[config.mk]
export PLATFORM = sky130hd
export DESIGN_NAME = astrl_top
export DESIGN_NICKNAME = d
export VERILOG_FILES = /design/src/shared/astrl_pkg.sv /design/src/logic/astrl_top.sv
export SDC_FILE = /design/constraint.sdc
export NUM_CORES = 1
export LEC_CHECK = 0
export ABC_AREA = 1
export ABC_CLOCK_PERIOD_IN_PS = 2800
export BUFFER_PORTS_ARGS = -buffer_cell sky130_fd_sc_hd__buf_4
export CAP_MARGIN = 20
export CORE_ASPECT_RATIO = 0.75
export CORE_MARGIN = 1
export CORE_UTILIZATION = 50
export CTS_CLUSTER_SIZE = 10
export DETAILED_ROUTE_END_ITERATION = 8
export PLACE_DENSITY = 0.86
export SLEW_MARGIN = 15
export SYNTH_ARGS = -nofsm -noshare
export SYNTH_HDL_FRONTEND = slang
export SYNTH_SLANG_ARGS = --single-unit
[constraint.sdc]
create_clock -name clock_i -period 2.8 [get_ports clock_i]
set_input_delay 0.56 -clock clock_i [delete_from_list [all_inputs] [get_ports clock_i]]
set_output_delay 0.56 -clock clock_i [all_outputs]
set_load 0.01 [all_outputs]
[src/shared/astrl_pkg.sv]
// Constants and state type for the converter status, trigger and result logic
package astrl_pkg;

  localparam int unsigned ADDR_W = 8;
  localparam int unsigned DATA_W = 8;
  localparam int unsigned RES_W  = 10;
  localparam int unsigned PIN_W  = 8;
  localparam int unsigned PS_W   = 7;

  localparam logic [7:0] OFS_RESULT_LOW  = 8'h78;
  localparam logic [7:0] OFS_RESULT_HIGH = 8'h79;
  localparam logic [7:0] OFS_CTRL_A      = 8'h7a;
  localparam logic [7:0] OFS_CTRL_B      = 8'h7b;
  localparam logic [7:0] OFS_INPUT_SEL   = 8'h7c;
  localparam logic [7:0] OFS_PIN_DISABLE = 8'h7e;

  // Control/status A fields
  localparam int unsigned CA_ENABLE  = 7;
  localparam int unsigned CA_START   = 6;
  localparam int unsigned CA_AUTO    = 5;
  localparam int unsigned CA_FLAG    = 4;
  localparam int unsigned CA_IE      = 3;
  localparam int unsigned CA_PS_LSB  = 0;
  // Input select fields
  localparam int unsigned IS_LEFT    = 5;
  localparam int unsigned IS_MUX_LSB = 0;
  // Control/status B field
  localparam int unsigned CB_TS_LSB  = 0;

  localparam logic [7:0] RST_BYTE    = 8'h00;
  localparam logic [2:0] TS_FREE_RUN = 3'h0;
  localparam logic [4:0] MUX_DIFF_LO = 5'h08;
  localparam logic [4:0] MUX_DIFF_HI = 5'h1d;
  localparam logic [9:0] SIGN_FLIP   = 10'h200;
  localparam logic [2:0] PS_MIN_CODE = 3'h1;

  typedef struct packed {
    logic              enable;
    logic              busy;
    logic              auto_en;
    logic              flag;
    logic              irq_en;
    logic [2:0]        ps_sel;
    logic [2:0]        ts_sel;
    logic              left;
    logic [4:0]        mux;
    logic [PIN_W-1:0]  pin_off;
    logic [RES_W-1:0]  result;
    logic              lock;
    logic              trig_prev;
    logic [PS_W-1:0]   ps_cnt;
    logic              clk_en;
    logic              start;
    logic [DATA_W-1:0] rdata;
    logic [PIN_W-1:0]  pin_s1;
    logic [PIN_W-1:0]  pin_s2;
    logic [PIN_W-1:0]  pin_val;
  } astrl_state_t;

endpackage : astrl_pkg

[src/logic/astrl_top.sv]
// Converter control: flag, prescaler, auto trigger, result formatting, pin gating
`timescale 1ns/1ps
`default_nettype none

module astrl_top
  import astrl_pkg::*;
(
  input  wire logic              clock_i,
  input  wire logic              rst_i,
  input  wire logic [ADDR_W-1:0] addr_i,
  input  wire logic [DATA_W-1:0] wdata_i,
  input  wire logic              wr_i,
  input  wire logic              rd_i,
  output logic      [DATA_W-1:0] rdata_o,
  input  wire logic              global_irq_en_i,
  input  wire logic              irq_ack_i,
  output logic                   irq_o,
  input  wire logic [7:1]        trig_flags_i,
  output logic                   conv_enable_o,
  output logic                   conv_start_o,
  output logic                   conv_clk_en_o,
  input  wire logic              conv_done_i,
  input  wire logic [RES_W-1:0]  conv_data_i,
  output logic      [4:0]        input_sel_o,
  input  wire logic [PIN_W-1:0]  pin_i,
  output logic      [PIN_W-1:0]  pin_buffer_off_o,
  output logic      [PIN_W-1:0]  pin_value_o
);

  astrl_state_t state_reg;
  astrl_state_t state_next;

  // Divider terminal count for a prescaler code
  function automatic logic [PS_W-1:0] div_last(input logic [2:0] code);
    logic [7:0] span;
    span = 8'h01;
    if (code > PS_MIN_CODE) begin
      span = 8'(8'h01 << code);
    end else begin
      span = 8'h02;
    end
    return PS_W'(span - 8'h01);
  endfunction : div_last

  logic              wr_a;
  logic              wr_b;
  logic              rd_low;
  logic              rd_high;
  logic [7:0]        trig_vec;
  logic              trig_lvl;
  logic              trig_edge;
  logic              sw_start;
  logic              do_start;
  logic              is_diff;
  logic [RES_W-1:0]  res_fmt;
  logic [DATA_W-1:0] low_byte;
  logic [DATA_W-1:0] high_byte;
  logic [DATA_W-1:0] rd_mux;

  always_comb begin
    wr_a    = wr_i && (addr_i == OFS_CTRL_A);
    wr_b    = wr_i && (addr_i == OFS_CTRL_B);
    rd_low  = rd_i && (addr_i == OFS_RESULT_LOW);
    rd_high = rd_i && (addr_i == OFS_RESULT_HIGH);

    // Source 0 is the done flag itself, which gives free running
    trig_vec = {trig_flags_i, state_reg.flag};
    trig_lvl = trig_vec[state_reg.ts_sel];
    // A change of select is seen through the level compare, so a switch
    // onto a set source is an edge, except a switch onto free running
    trig_edge = trig_lvl && !state_reg.trig_prev
                && !(wr_b && (wdata_i[CB_TS_LSB +: 3] == TS_FREE_RUN));
    trig_edge = trig_edge && state_reg.auto_en;
    sw_start  = wr_a && wdata_i[CA_START];
    do_start  = state_reg.enable && !state_reg.busy && (sw_start || trig_edge);

    is_diff = (state_reg.mux >= MUX_DIFF_LO) && (state_reg.mux <= MUX_DIFF_HI);
    // Core delivers offset binary; flipping the top bit gives two's complement
    res_fmt = is_diff ? (conv_data_i ^ SIGN_FLIP) : conv_data_i;

    // Alignment is applied at read time so alignment changes act at once
    if (state_reg.left) begin
      high_byte = state_reg.result[9:2];
      low_byte  = {state_reg.result[1:0], 6'h00};
    end else begin
      high_byte = {6'h00, state_reg.result[9:8]};
      low_byte  = state_reg.result[7:0];
    end

    case (addr_i)
      OFS_RESULT_LOW:  rd_mux = low_byte;
      OFS_RESULT_HIGH: rd_mux = high_byte;
      OFS_CTRL_A:      rd_mux = {state_reg.enable, state_reg.busy, state_reg.auto_en,
                                 state_reg.flag, state_reg.irq_en, state_reg.ps_sel};
      OFS_CTRL_B:      rd_mux = {5'h00, state_reg.ts_sel};
      OFS_INPUT_SEL:   rd_mux = {2'h0, state_reg.left, state_reg.mux};
      OFS_PIN_DISABLE: rd_mux = state_reg.pin_off;
      default:         rd_mux = 8'h00;
    endcase
  end

  always_comb begin
    state_next       = state_reg;
    state_next.start = 1'b0;
    state_next.clk_en = 1'b0;
    state_next.trig_prev = trig_lvl;
    // A switch onto free running must not see a set done flag as an edge
    // in the cycle after the write either, so the old level is held high
    if (wr_b && (wdata_i[CB_TS_LSB +: 3] == TS_FREE_RUN)) begin
      state_next.trig_prev = 1'b1;
    end

    if (wr_a) begin
      state_next.enable  = wdata_i[CA_ENABLE];
      state_next.auto_en = wdata_i[CA_AUTO];
      state_next.irq_en  = wdata_i[CA_IE];
      state_next.ps_sel  = wdata_i[CA_PS_LSB +: 3];
    end
    if (wr_b) begin
      state_next.ts_sel = wdata_i[CB_TS_LSB +: 3];
    end
    if (wr_i && (addr_i == OFS_INPUT_SEL)) begin
      state_next.left = wdata_i[IS_LEFT];
      state_next.mux  = wdata_i[IS_MUX_LSB +: 5];
    end
    if (wr_i && (addr_i == OFS_PIN_DISABLE)) begin
      state_next.pin_off = wdata_i;
    end

    // Clears first so a finishing conversion in the same cycle wins
    if (irq_ack_i) begin
      state_next.flag = 1'b0;
    end
    if (wr_a && wdata_i[CA_FLAG]) begin
      state_next.flag = 1'b0;
    end

    if (do_start) begin
      state_next.start = 1'b1;
      state_next.busy  = 1'b1;
    end

    if (state_reg.busy && conv_done_i && state_reg.enable) begin
      state_next.busy = 1'b0;
      state_next.flag = 1'b1;
      // Frozen by a low byte read, including one in this very cycle
      if (!state_reg.lock && !rd_low) begin
        state_next.result = res_fmt;
      end
    end

    if (rd_low) begin
      state_next.lock = 1'b1;
    end
    if (rd_high) begin
      state_next.lock = 1'b0;
    end

    // Prescaler runs only while enabled; the core sees one pulse per tick
    if (state_reg.enable) begin
      if (state_reg.ps_cnt >= div_last(state_reg.ps_sel)) begin
        state_next.ps_cnt = '0;
        state_next.clk_en = 1'b1;
      end else begin
        state_next.ps_cnt = state_reg.ps_cnt + PS_W'(1);
      end
    end else begin
      state_next.ps_cnt = '0;
    end

    if (wr_a && !wdata_i[CA_ENABLE]) begin
      state_next.busy   = 1'b0;
      state_next.start  = 1'b0;
      state_next.ps_cnt = '0;
    end

    state_next.rdata   = rd_i ? rd_mux : 8'h00;
    state_next.pin_s1  = pin_i;
    state_next.pin_s2  = state_reg.pin_s1;
    state_next.pin_val = state_reg.pin_s2 & ~state_reg.pin_off;
  end

  always_ff @(posedge clock_i or posedge rst_i) begin
    if (rst_i) begin
      state_reg <= '0;
    end else begin
      state_reg <= state_next;
    end
  end

  assign rdata_o          = state_reg.rdata;
  assign irq_o            = state_reg.flag && state_reg.irq_en && global_irq_en_i;
  assign conv_enable_o    = state_reg.enable;
  assign conv_start_o     = state_reg.start;
  assign conv_clk_en_o    = state_reg.clk_en;
  assign input_sel_o      = state_reg.mux;
  assign pin_buffer_off_o = state_reg.pin_off;
  assign pin_value_o      = state_reg.pin_val;

endmodule : astrl_top

`default_nettype wire

== After elaboration in Yosys (flattened, before gate mapping) ==
Cells that the tools add are included.
Operators by class
  $lt $le $gt $ge: 5
  $add $sub $neg: 2
  shift-type cells: 1
  equal/unequal tests: 6
  reductions and logical operators: 33
  bitwise logic cells: 3
  multiplexer cells: 25
Operator list (number)
  8-bit by 7-bit equality test with 1-bit output, second input constant: 6
  8-bit case mux with 6 select lines: 1
  7-bit two-way mux: 5
  8-bit two-way mux: 3
  1-bit logical AND: 21
  1-bit two-way mux: 14
  10-bit two-way mux: 1
  8-bit AND: 1
  8-bit inverter: 1
  7-bit by 1-bit adder with 7-bit output, second input constant: 1
  7-bit >= comparator: 1
  1-bit by 3-bit << shifter with 7-bit output, first input constant: 1
  7-bit by 1-bit subtractor with 7-bit output, second input constant: 1
  1-bit logical NOT: 6
  3-bit nonzero test: 2
  5-bit by 4-bit >= comparator with 1-bit output, second input constant: 1
  5-bit <= comparator, second input constant: 1
  3-bit by 4-bit < comparator with 1-bit output, second input constant: 1
  1-bit binary-select mux with 3-bit select: 1
  3-bit by 1-bit greater-than comparator with 1-bit output, second input constant: 1
  3-bit logical NOT: 1
  2-bit AND reduction: 1
  2-bit nonzero test: 1
  1-bit logical OR: 1
  1-bit inverter: 1
Word-level totals
  word-level logic and storage cells: 95
  output and inout bits: 33
  register bits after elaboration: 78
  input bits: 48

== Logic depth before layout (Yosys ltp) ==
Gate-level depths: netlist (run 1).
  depth in word-level cells: 11
  mapped depth: 14
  gate-level depth less buffers: 14

== Least setup slack after synthesis (run 1) ==
No wires, ideal clock.
  path type: flip-flop to flip-flop
  start: reg state_reg[71] in the netlist's numbering
  end: reg state_reg[34] in the netlist's numbering
  slack: 0.756 ns
  arrival time: 1.971 ns
  path buffers: 0
  required time: 2.727 ns
  stages on the path, launching flop included: 15
  cells stage by stage: dfrtp_1 > inv_1 > nand2_1 > ha_1 > inv_1 > a211oi_1 > a21oi_1 > ha_1 > a21oi_1 > nor2_1 > nor3_1 > nand3_1 > inv_1 > nand3_2 > nor2_1
RTL lines
  from (decl): line astrl_top.sv:30  | astrl_state_t state_reg;
  from (signal assigned): line astrl_top.sv:187  | state_reg <= state_next;

==> flow_metrics.tcl, run 1 <==
set metrics [dict create \
    cts_resized 0 \
    crit_type "flip-flop to flip-flop" \
    setup-violations-final 0 \
    cts_made_buffers 9 \
    clkLatencyLatePin_ns 0.36 \
    ant_nets 0 \
    yosysMostFrequentCell "nand2_1" \
    chipWidth_um 104.2 \
    fin_worst_skew_ns 0.007752 \
    post-route-min-period_ns 2.405 \
    route.vias.total 2986 \
    rsz0062_at_grt "false" \
    nNetsFinal 556 \
    grt_pass1_wl_um 13470 \
    clockRootBuffer "clkbuf_8" \
    crit_chain "inv_1 > nand2_1 > ha_1 > inv_1 > a211oi_1 > a21oi_1 > ha_1 > a21oi_1 > nor2_1 > nor3_1 > nand3_1 > inv_1 > nand3_2 > nor2_1" \
    synthTopCellsByArea "dfrtp_1 (50%), nand2_1 (8.6%), buf_4 (5.8%), inv_1 (5.6%), nor2_1 (3.8%)" \
    yosys_warnings 0 \
    cts.path.max_buffers 2 \
    synthCells 442 \
    ys_seq_area_share_pct 49.84 \
    area_delta_synth_final_pct 16.87 \
    viasPerCell 4.936 \
    num_antenna_cells 0 \
    nFillCells 637 \
    grt_antenna_before_repair 0 \
    crit_required_ns 3.09 \
    cp_common_cell "inv_1" \
    reg2reg_depth 14 \
    hold_viol 0 \
    hold_buffers 0 \
    core-area_um2 7466 \
    dieHeight_um 78.65 \
    worstPathMaxFanout 7 \
    power_uw 2443 \
    cp.arrival_ns 2.69 \
    cp_slowest_cell "dfrtp_1" \
    finalCritPeriodShare_pct 85.90 \
    crit_path_start_kind "flip-flop" \
    synthFlopType "dfrtp_1" \
    syn_area_um2 3916 \
    cts_tree "built" \
    r2r_slack_ns 0.39 \
    synth_area_leader_cell "dfrtp_1" \
    ys_seq_elements 78 \
    synth_edf_count 0 \
    maxSlewViolCount 0 \
    grt_max_degree 79 \
    timing.rr.end "state_reg[39]" \
    initial_core_util_pct 52.46 \
    peakVddDrop_uv 258.4 \
    grt_usage_pct 21.42 \
    cts_setup_buffers 0 \
    grt_pass1_vias 2855 \
    grt_overflow_total 0 \
    slowest_delay_ns 0.39 \
    clk_pin_slew_ns 0.08 \
    synth_top_cell_area_share_pct 49.84 \
    critPathCaptureType "flip-flop" \
    fmax_mhz 415.8 \
    rr_startpoint "state_reg[72]" \
    dpl.hpwl_um 6014 \
    drtIter0Drc 183 \
    outcome "completed" \
    htreeDepth 3 \
    cellLeakagePower_uw 0.002392 \
    routed_wl_um 8102 \
    async_flop_share_pct 100.0 \
    setup_tns_ns 0 \
    synth.distinct_cells 37 \
    drv_cap 0 \
    cts.sinks 78 \
    hold_class "input port to asynchronous set/reset pin" \
    drive_gt1_share_pct 27.18 \
    die_area_um2 8194 \
    powerDensity_nw_per_um2 533.8 \
    firstDrtPassIters 5 \
    drc 0 \
    io_pins 81 \
    synthTopCellsByCount "nand2_1 (90), dfrtp_1 (78), inv_1 (58), nor2_1 (40), buf_4 (30)" \
    largest_register_ffs 38 \
    wl_per_cell_um 13.39 \
    place_congestion 0.8766 \
    syn_area_per_cell_um2 8.860 \
    rows 27 \
    port_buffers 80 \
]
[worst max-delay path: cells and delay by family (launching register included)]
kind	cells	cell delay, ns
compound gates	3	0.46
fa+ha+maj	2	0.50
buf+inv	3	0.28
flops	1	0.39
simple gates	6	0.71
[cell usage in the layout (no fill, tap or decap), types with 6 or more instances in the layout]
cell	count
buf_4	80
xor2_1	6
dfrtp_1	78
nor2_1	40
nand2_1	90
inv_1	57
o21ai_0	17
nand2_2	6
o21ai_1	10
o21ai_2	15
nand3_1	27
ha_1	9
clkbuf_8	9
[report_power, final]
part	leakage, uW	total (uW)	internal, uW	switching [uW]
Combinational	0.00129	378	163	215
Sequential	0.00102	1240	1190	48.0
Clock	0.0000899	828	414	414
[metrics by stage]
stage          area, um2  util [%]  hold WS, ns  instances  setup WS [ns]
4_1_cts             4577     61.30       0.2917        605         0.4353
5_1_grt             4577     61.30       0.2827        605         0.1492
3_5_place_dp        4387     58.76       0.3347        589         0.4574
3_3_place_gp        4387     58.76       0.3327        589         0.6281
6_report            4577     61.30       0.2733        605         0.3949
2_1_floorplan       3920         -       0.3312        443         0.2450
[logic make-up after synthesis]
kind of cell,synth area share [%]
fa+ha+maj,2.875
simple gates,21.85
flops,49.84
other cells,0.09575
buf+inv,13.61
mux,0.8945
compound gates,9.265
xor+xnor,1.566
[area by class of cell]
| cell class | instances | area [um2] | area share, % |
|---|---|---|---|
| inverter | 66 | 252.7 | 5.522 |
| timing repair buffer | 81 | 620.6 | 13.56 |
| multi-input combinational | 263 | 1435 | 31.36 |
| clock buffer | 11 | 131.4 | 2.870 |
| tap | 101 | 126.4 | 2.761 |
| clock inverter | 5 | 58.81 | 1.285 |
| sequential | 78 | 1952 | 42.65 |
[worst max-delay path by stage]
stage / start / to / slack [ns] / cells past startpoint
floorplan: rst_i / conv_clk_en_o / 0.24 / 1
global placement: state_reg[72] / state_reg[40] / 0.63 / 14
detailed placement: state_reg[72] / state_reg[39] / 0.46 / 14
CTS: state_reg[72] / state_reg[39] / 0.44 / 14
global route: state_reg[72] / state_reg[39] / 0.15 / 14
finish: state_reg[72] / state_reg[39] / 0.39 / 14
[metal layers]
| metal | vias to the layer above | global-route usage [%] | wire (um) |
|---|---|---|---|
| li1 | 1473 | - | - |
| met1 | 1391 | 26.62 | 3458 |
| met2 | 105 | 36.07 | 3932 |
| met3 | 17 | 6.063 | 586 |
| met4 | 0 | 7.429 | 125 |
| met5 | - | 0 | 0 |
No activity file was read; power rests on OpenSTA's default activity.
==> run 2: changes to the inputs <==
--- a/config.mk
+++ b/config.mk
@@ -15,6 +15,7 @@
 export CTS_CLUSTER_SIZE = 10
 export DETAILED_ROUTE_END_ITERATION = 8
 export PLACE_DENSITY = 0.86
+export REMOVE_ABC_BUFFERS = 1
 export SLEW_MARGIN = 15
 export SYNTH_ARGS = -nofsm -noshare
 export SYNTH_HDL_FRONTEND = slang
==> run 2 against run 1 <==
Against the previous run:
- critical path type unchanged
- clock power rose by 16%
- highest routed layer unchanged
- first-iteration DRC count fell by 8.7%
- global-route usage rose by 1.0 points
==> flow_metrics.tcl, run 2 (synthesis results as in run 1) <==
set metrics [dict create \
    outcome "completed" \
    hold_viol 0 \
    area_delta_synth_final_pct 18.02 \
    crit_type "flip-flop to flip-flop" \
    dpl_cell_area_um2 4388 \
    grt_max_degree 53 \
    post-route-min-period_ns 2.441 \
    critPathTopFamily "simple AND/OR/NAND/NOR gates" \
    cts_tree "built" \
    wl_met2_um 4115 \
    fin_worst_skew_ns 0.005829 \
    cp_common_cell "inv_1" \
    grt_pass1_wl_um 13990 \
    grt_antenna_before_repair 0 \
    hold_class "input port to asynchronous set/reset pin" \
    initial_core_util_pct 52.46 \
    dpl.hpwl_um 6382 \
    cts_resized 0 \
    io_pins 81 \
    cts_made_buffers 9 \
    cp_slowest_cell "dfrtp_1" \
    mostFrequentLayoutCells "nand2_1 (90), buf_4 (80), dfrtp_1 (78)" \
    cts.sinks 78 \
    dr_wl_met3_um 552 \
    core-area_um2 7466 \
    die_area_um2 8194 \
    viasPerCell 5.005 \
    cts_setup_buffers 0 \
    routed_wl_um 8394 \
    drc 0 \
    nNetsFinal 556 \
    crit_required_ns 3.08 \
    setup_tns_ns 0 \
    powerDensity_nw_per_um2 559.7 \
    clkLatencyLatePin_ns 0.35 \
    largest_register_ffs 38 \
    rsz0062_at_grt "false" \
    dieHeight_um 78.65 \
    port_buffers 80 \
    htreeDepth 3 \
    crit_path_start_kind "flip-flop" \
    setup-violations-final 0 \
    cp.arrival_ns 2.72 \
    firstDrtPassIters 5 \
    fmax_mhz 409.7 \
    cellLeakagePower_uw 0.002421 \
    grt_pass1_vias 2957 \
    cts.path.max_buffers 2 \
    rows 27 \
    top_layer "met4" \
    grt_overflow_total 0 \
    layout.cells.most_common "nand2_1" \
    ant_nets 0 \
    path_buf_inv 4 \
    place_congestion 0.8574 \
    crit_chain "inv_1 > nand2_1 > ha_1 > inv_1 > xor2_1 > inv_1 > ha_1 > a21oi_1 > o21ai_0 > nand2_1 > nand3_1 > inv_1 > nand3_2 > nor2_1" \
    wl_met1_um 3588 \
    hold_buffers 0 \
    grt_usage_pct 22.44 \
    maxSlewViolCount 0 \
    finalCritPeriodShare_pct 87.18 \
    drive_gt1_share_pct 27.38 \
    slowest_delay_ns 0.43 \
    critPathCaptureType "flip-flop" \
    num_antenna_cells 0 \
    clk_pin_slew_ns 0.08 \
    route.vias.total 3028 \
    worstPathMaxFanout 7 \
    peakVddDrop_uv 323.7 \
    drtIter0Drc 167 \
    drv_cap 0 \
    fin_area_um2 4622 \
    wl_per_cell_um 13.87 \
    clockRootBuffer "clkbuf_8" \
    chipWidth_um 104.2 \
]
[run 2: changes by cell type in the layout (fill, tap and decap cells not counted), sizes merged]
cell,change
clkbuf,+2
clkinvlp,-2
inv,-2
bufinv,+1
clkinv,+1
[run 2: final cells by class]
| type | instances | area [um2] |
|---|---|---|
| Timing Repair Buffer | 81 | 620.6 |
| Inverter | 66 | 254.0 |
| Multi-Input combinational cell | 263 | 1435 |
| Sequential cell | 78 | 1952 |
| Tap cell | 101 | 126.4 |
| Clock buffer | 13 | 168.9 |
| Fill cell | 616 | 2844 |
| Clock inverter | 3 | 65.06 |
[run 2: routing by layer]
| metal | vias to the layer above | track usage (%) |
|---|---|---|
| met5 | - | 0 |
| met4 | 0 | 8.143 |
| met3 | 14 | 6.063 |
| met2 | 117 | 37.53 |
| met1 | 1421 | 28.16 |
| li1 | 1476 | - |
[run 2: final timing paths]
path | depth (start not counted) | slack [ns] | to | from
min in group clock_i | 1 | 0.31 | state_next[11] | pin_i[3]
worst min register to register | 0 | 0.35 | state_reg[15] | state_next[15]
max in group asynchronous | 3 | 1.97 | state_reg[72] | rst_i
worst min-delay path | 2 | 0.21 | state_next[11] | rst_i
worst max register to register | 14 | 0.36 | state_reg[39] | state_reg[71]
worst max-delay path | 14 | 0.36 | state_reg[39] | state_reg[71]
[run 2: worst reg2reg max path, delay by kind of cell (launching register included)]
kind                     cells  cell delay, ns
adder cells (fa/ha/maj)      2            0.54
XOR/XNOR                     1            0.16
buffers and inverters        4            0.41
AO/OA/AOI/OAI                2            0.28
flip-flops                   1            0.43
AND/OR/NAND/NOR              5            0.57
[run 2: power breakdown]
part           total (uW)  internal (uW)  switching (uW)  leakage, uW
clock network         962            574             388     0.000120
logic                 385            164             222      0.00129
registers            1240           1190            49.4      0.00102
[run 2: through the flow]
step	total power [uW]	hold slack [ns]	instances	util, %	setup slack, ns
2_1_floorplan	1477	0.3312	407	-	0.2450
5_1_grt	2715	0.2362	605	61.91	0.1351
3_5_place_dp	1644	0.3356	589	58.77	0.4114
4_1_cts	2606	0.2196	605	61.91	0.3773
6_report	2587	0.2078	605	61.91	0.3589
3_3_place_gp	1615	0.3326	589	58.77	0.6569
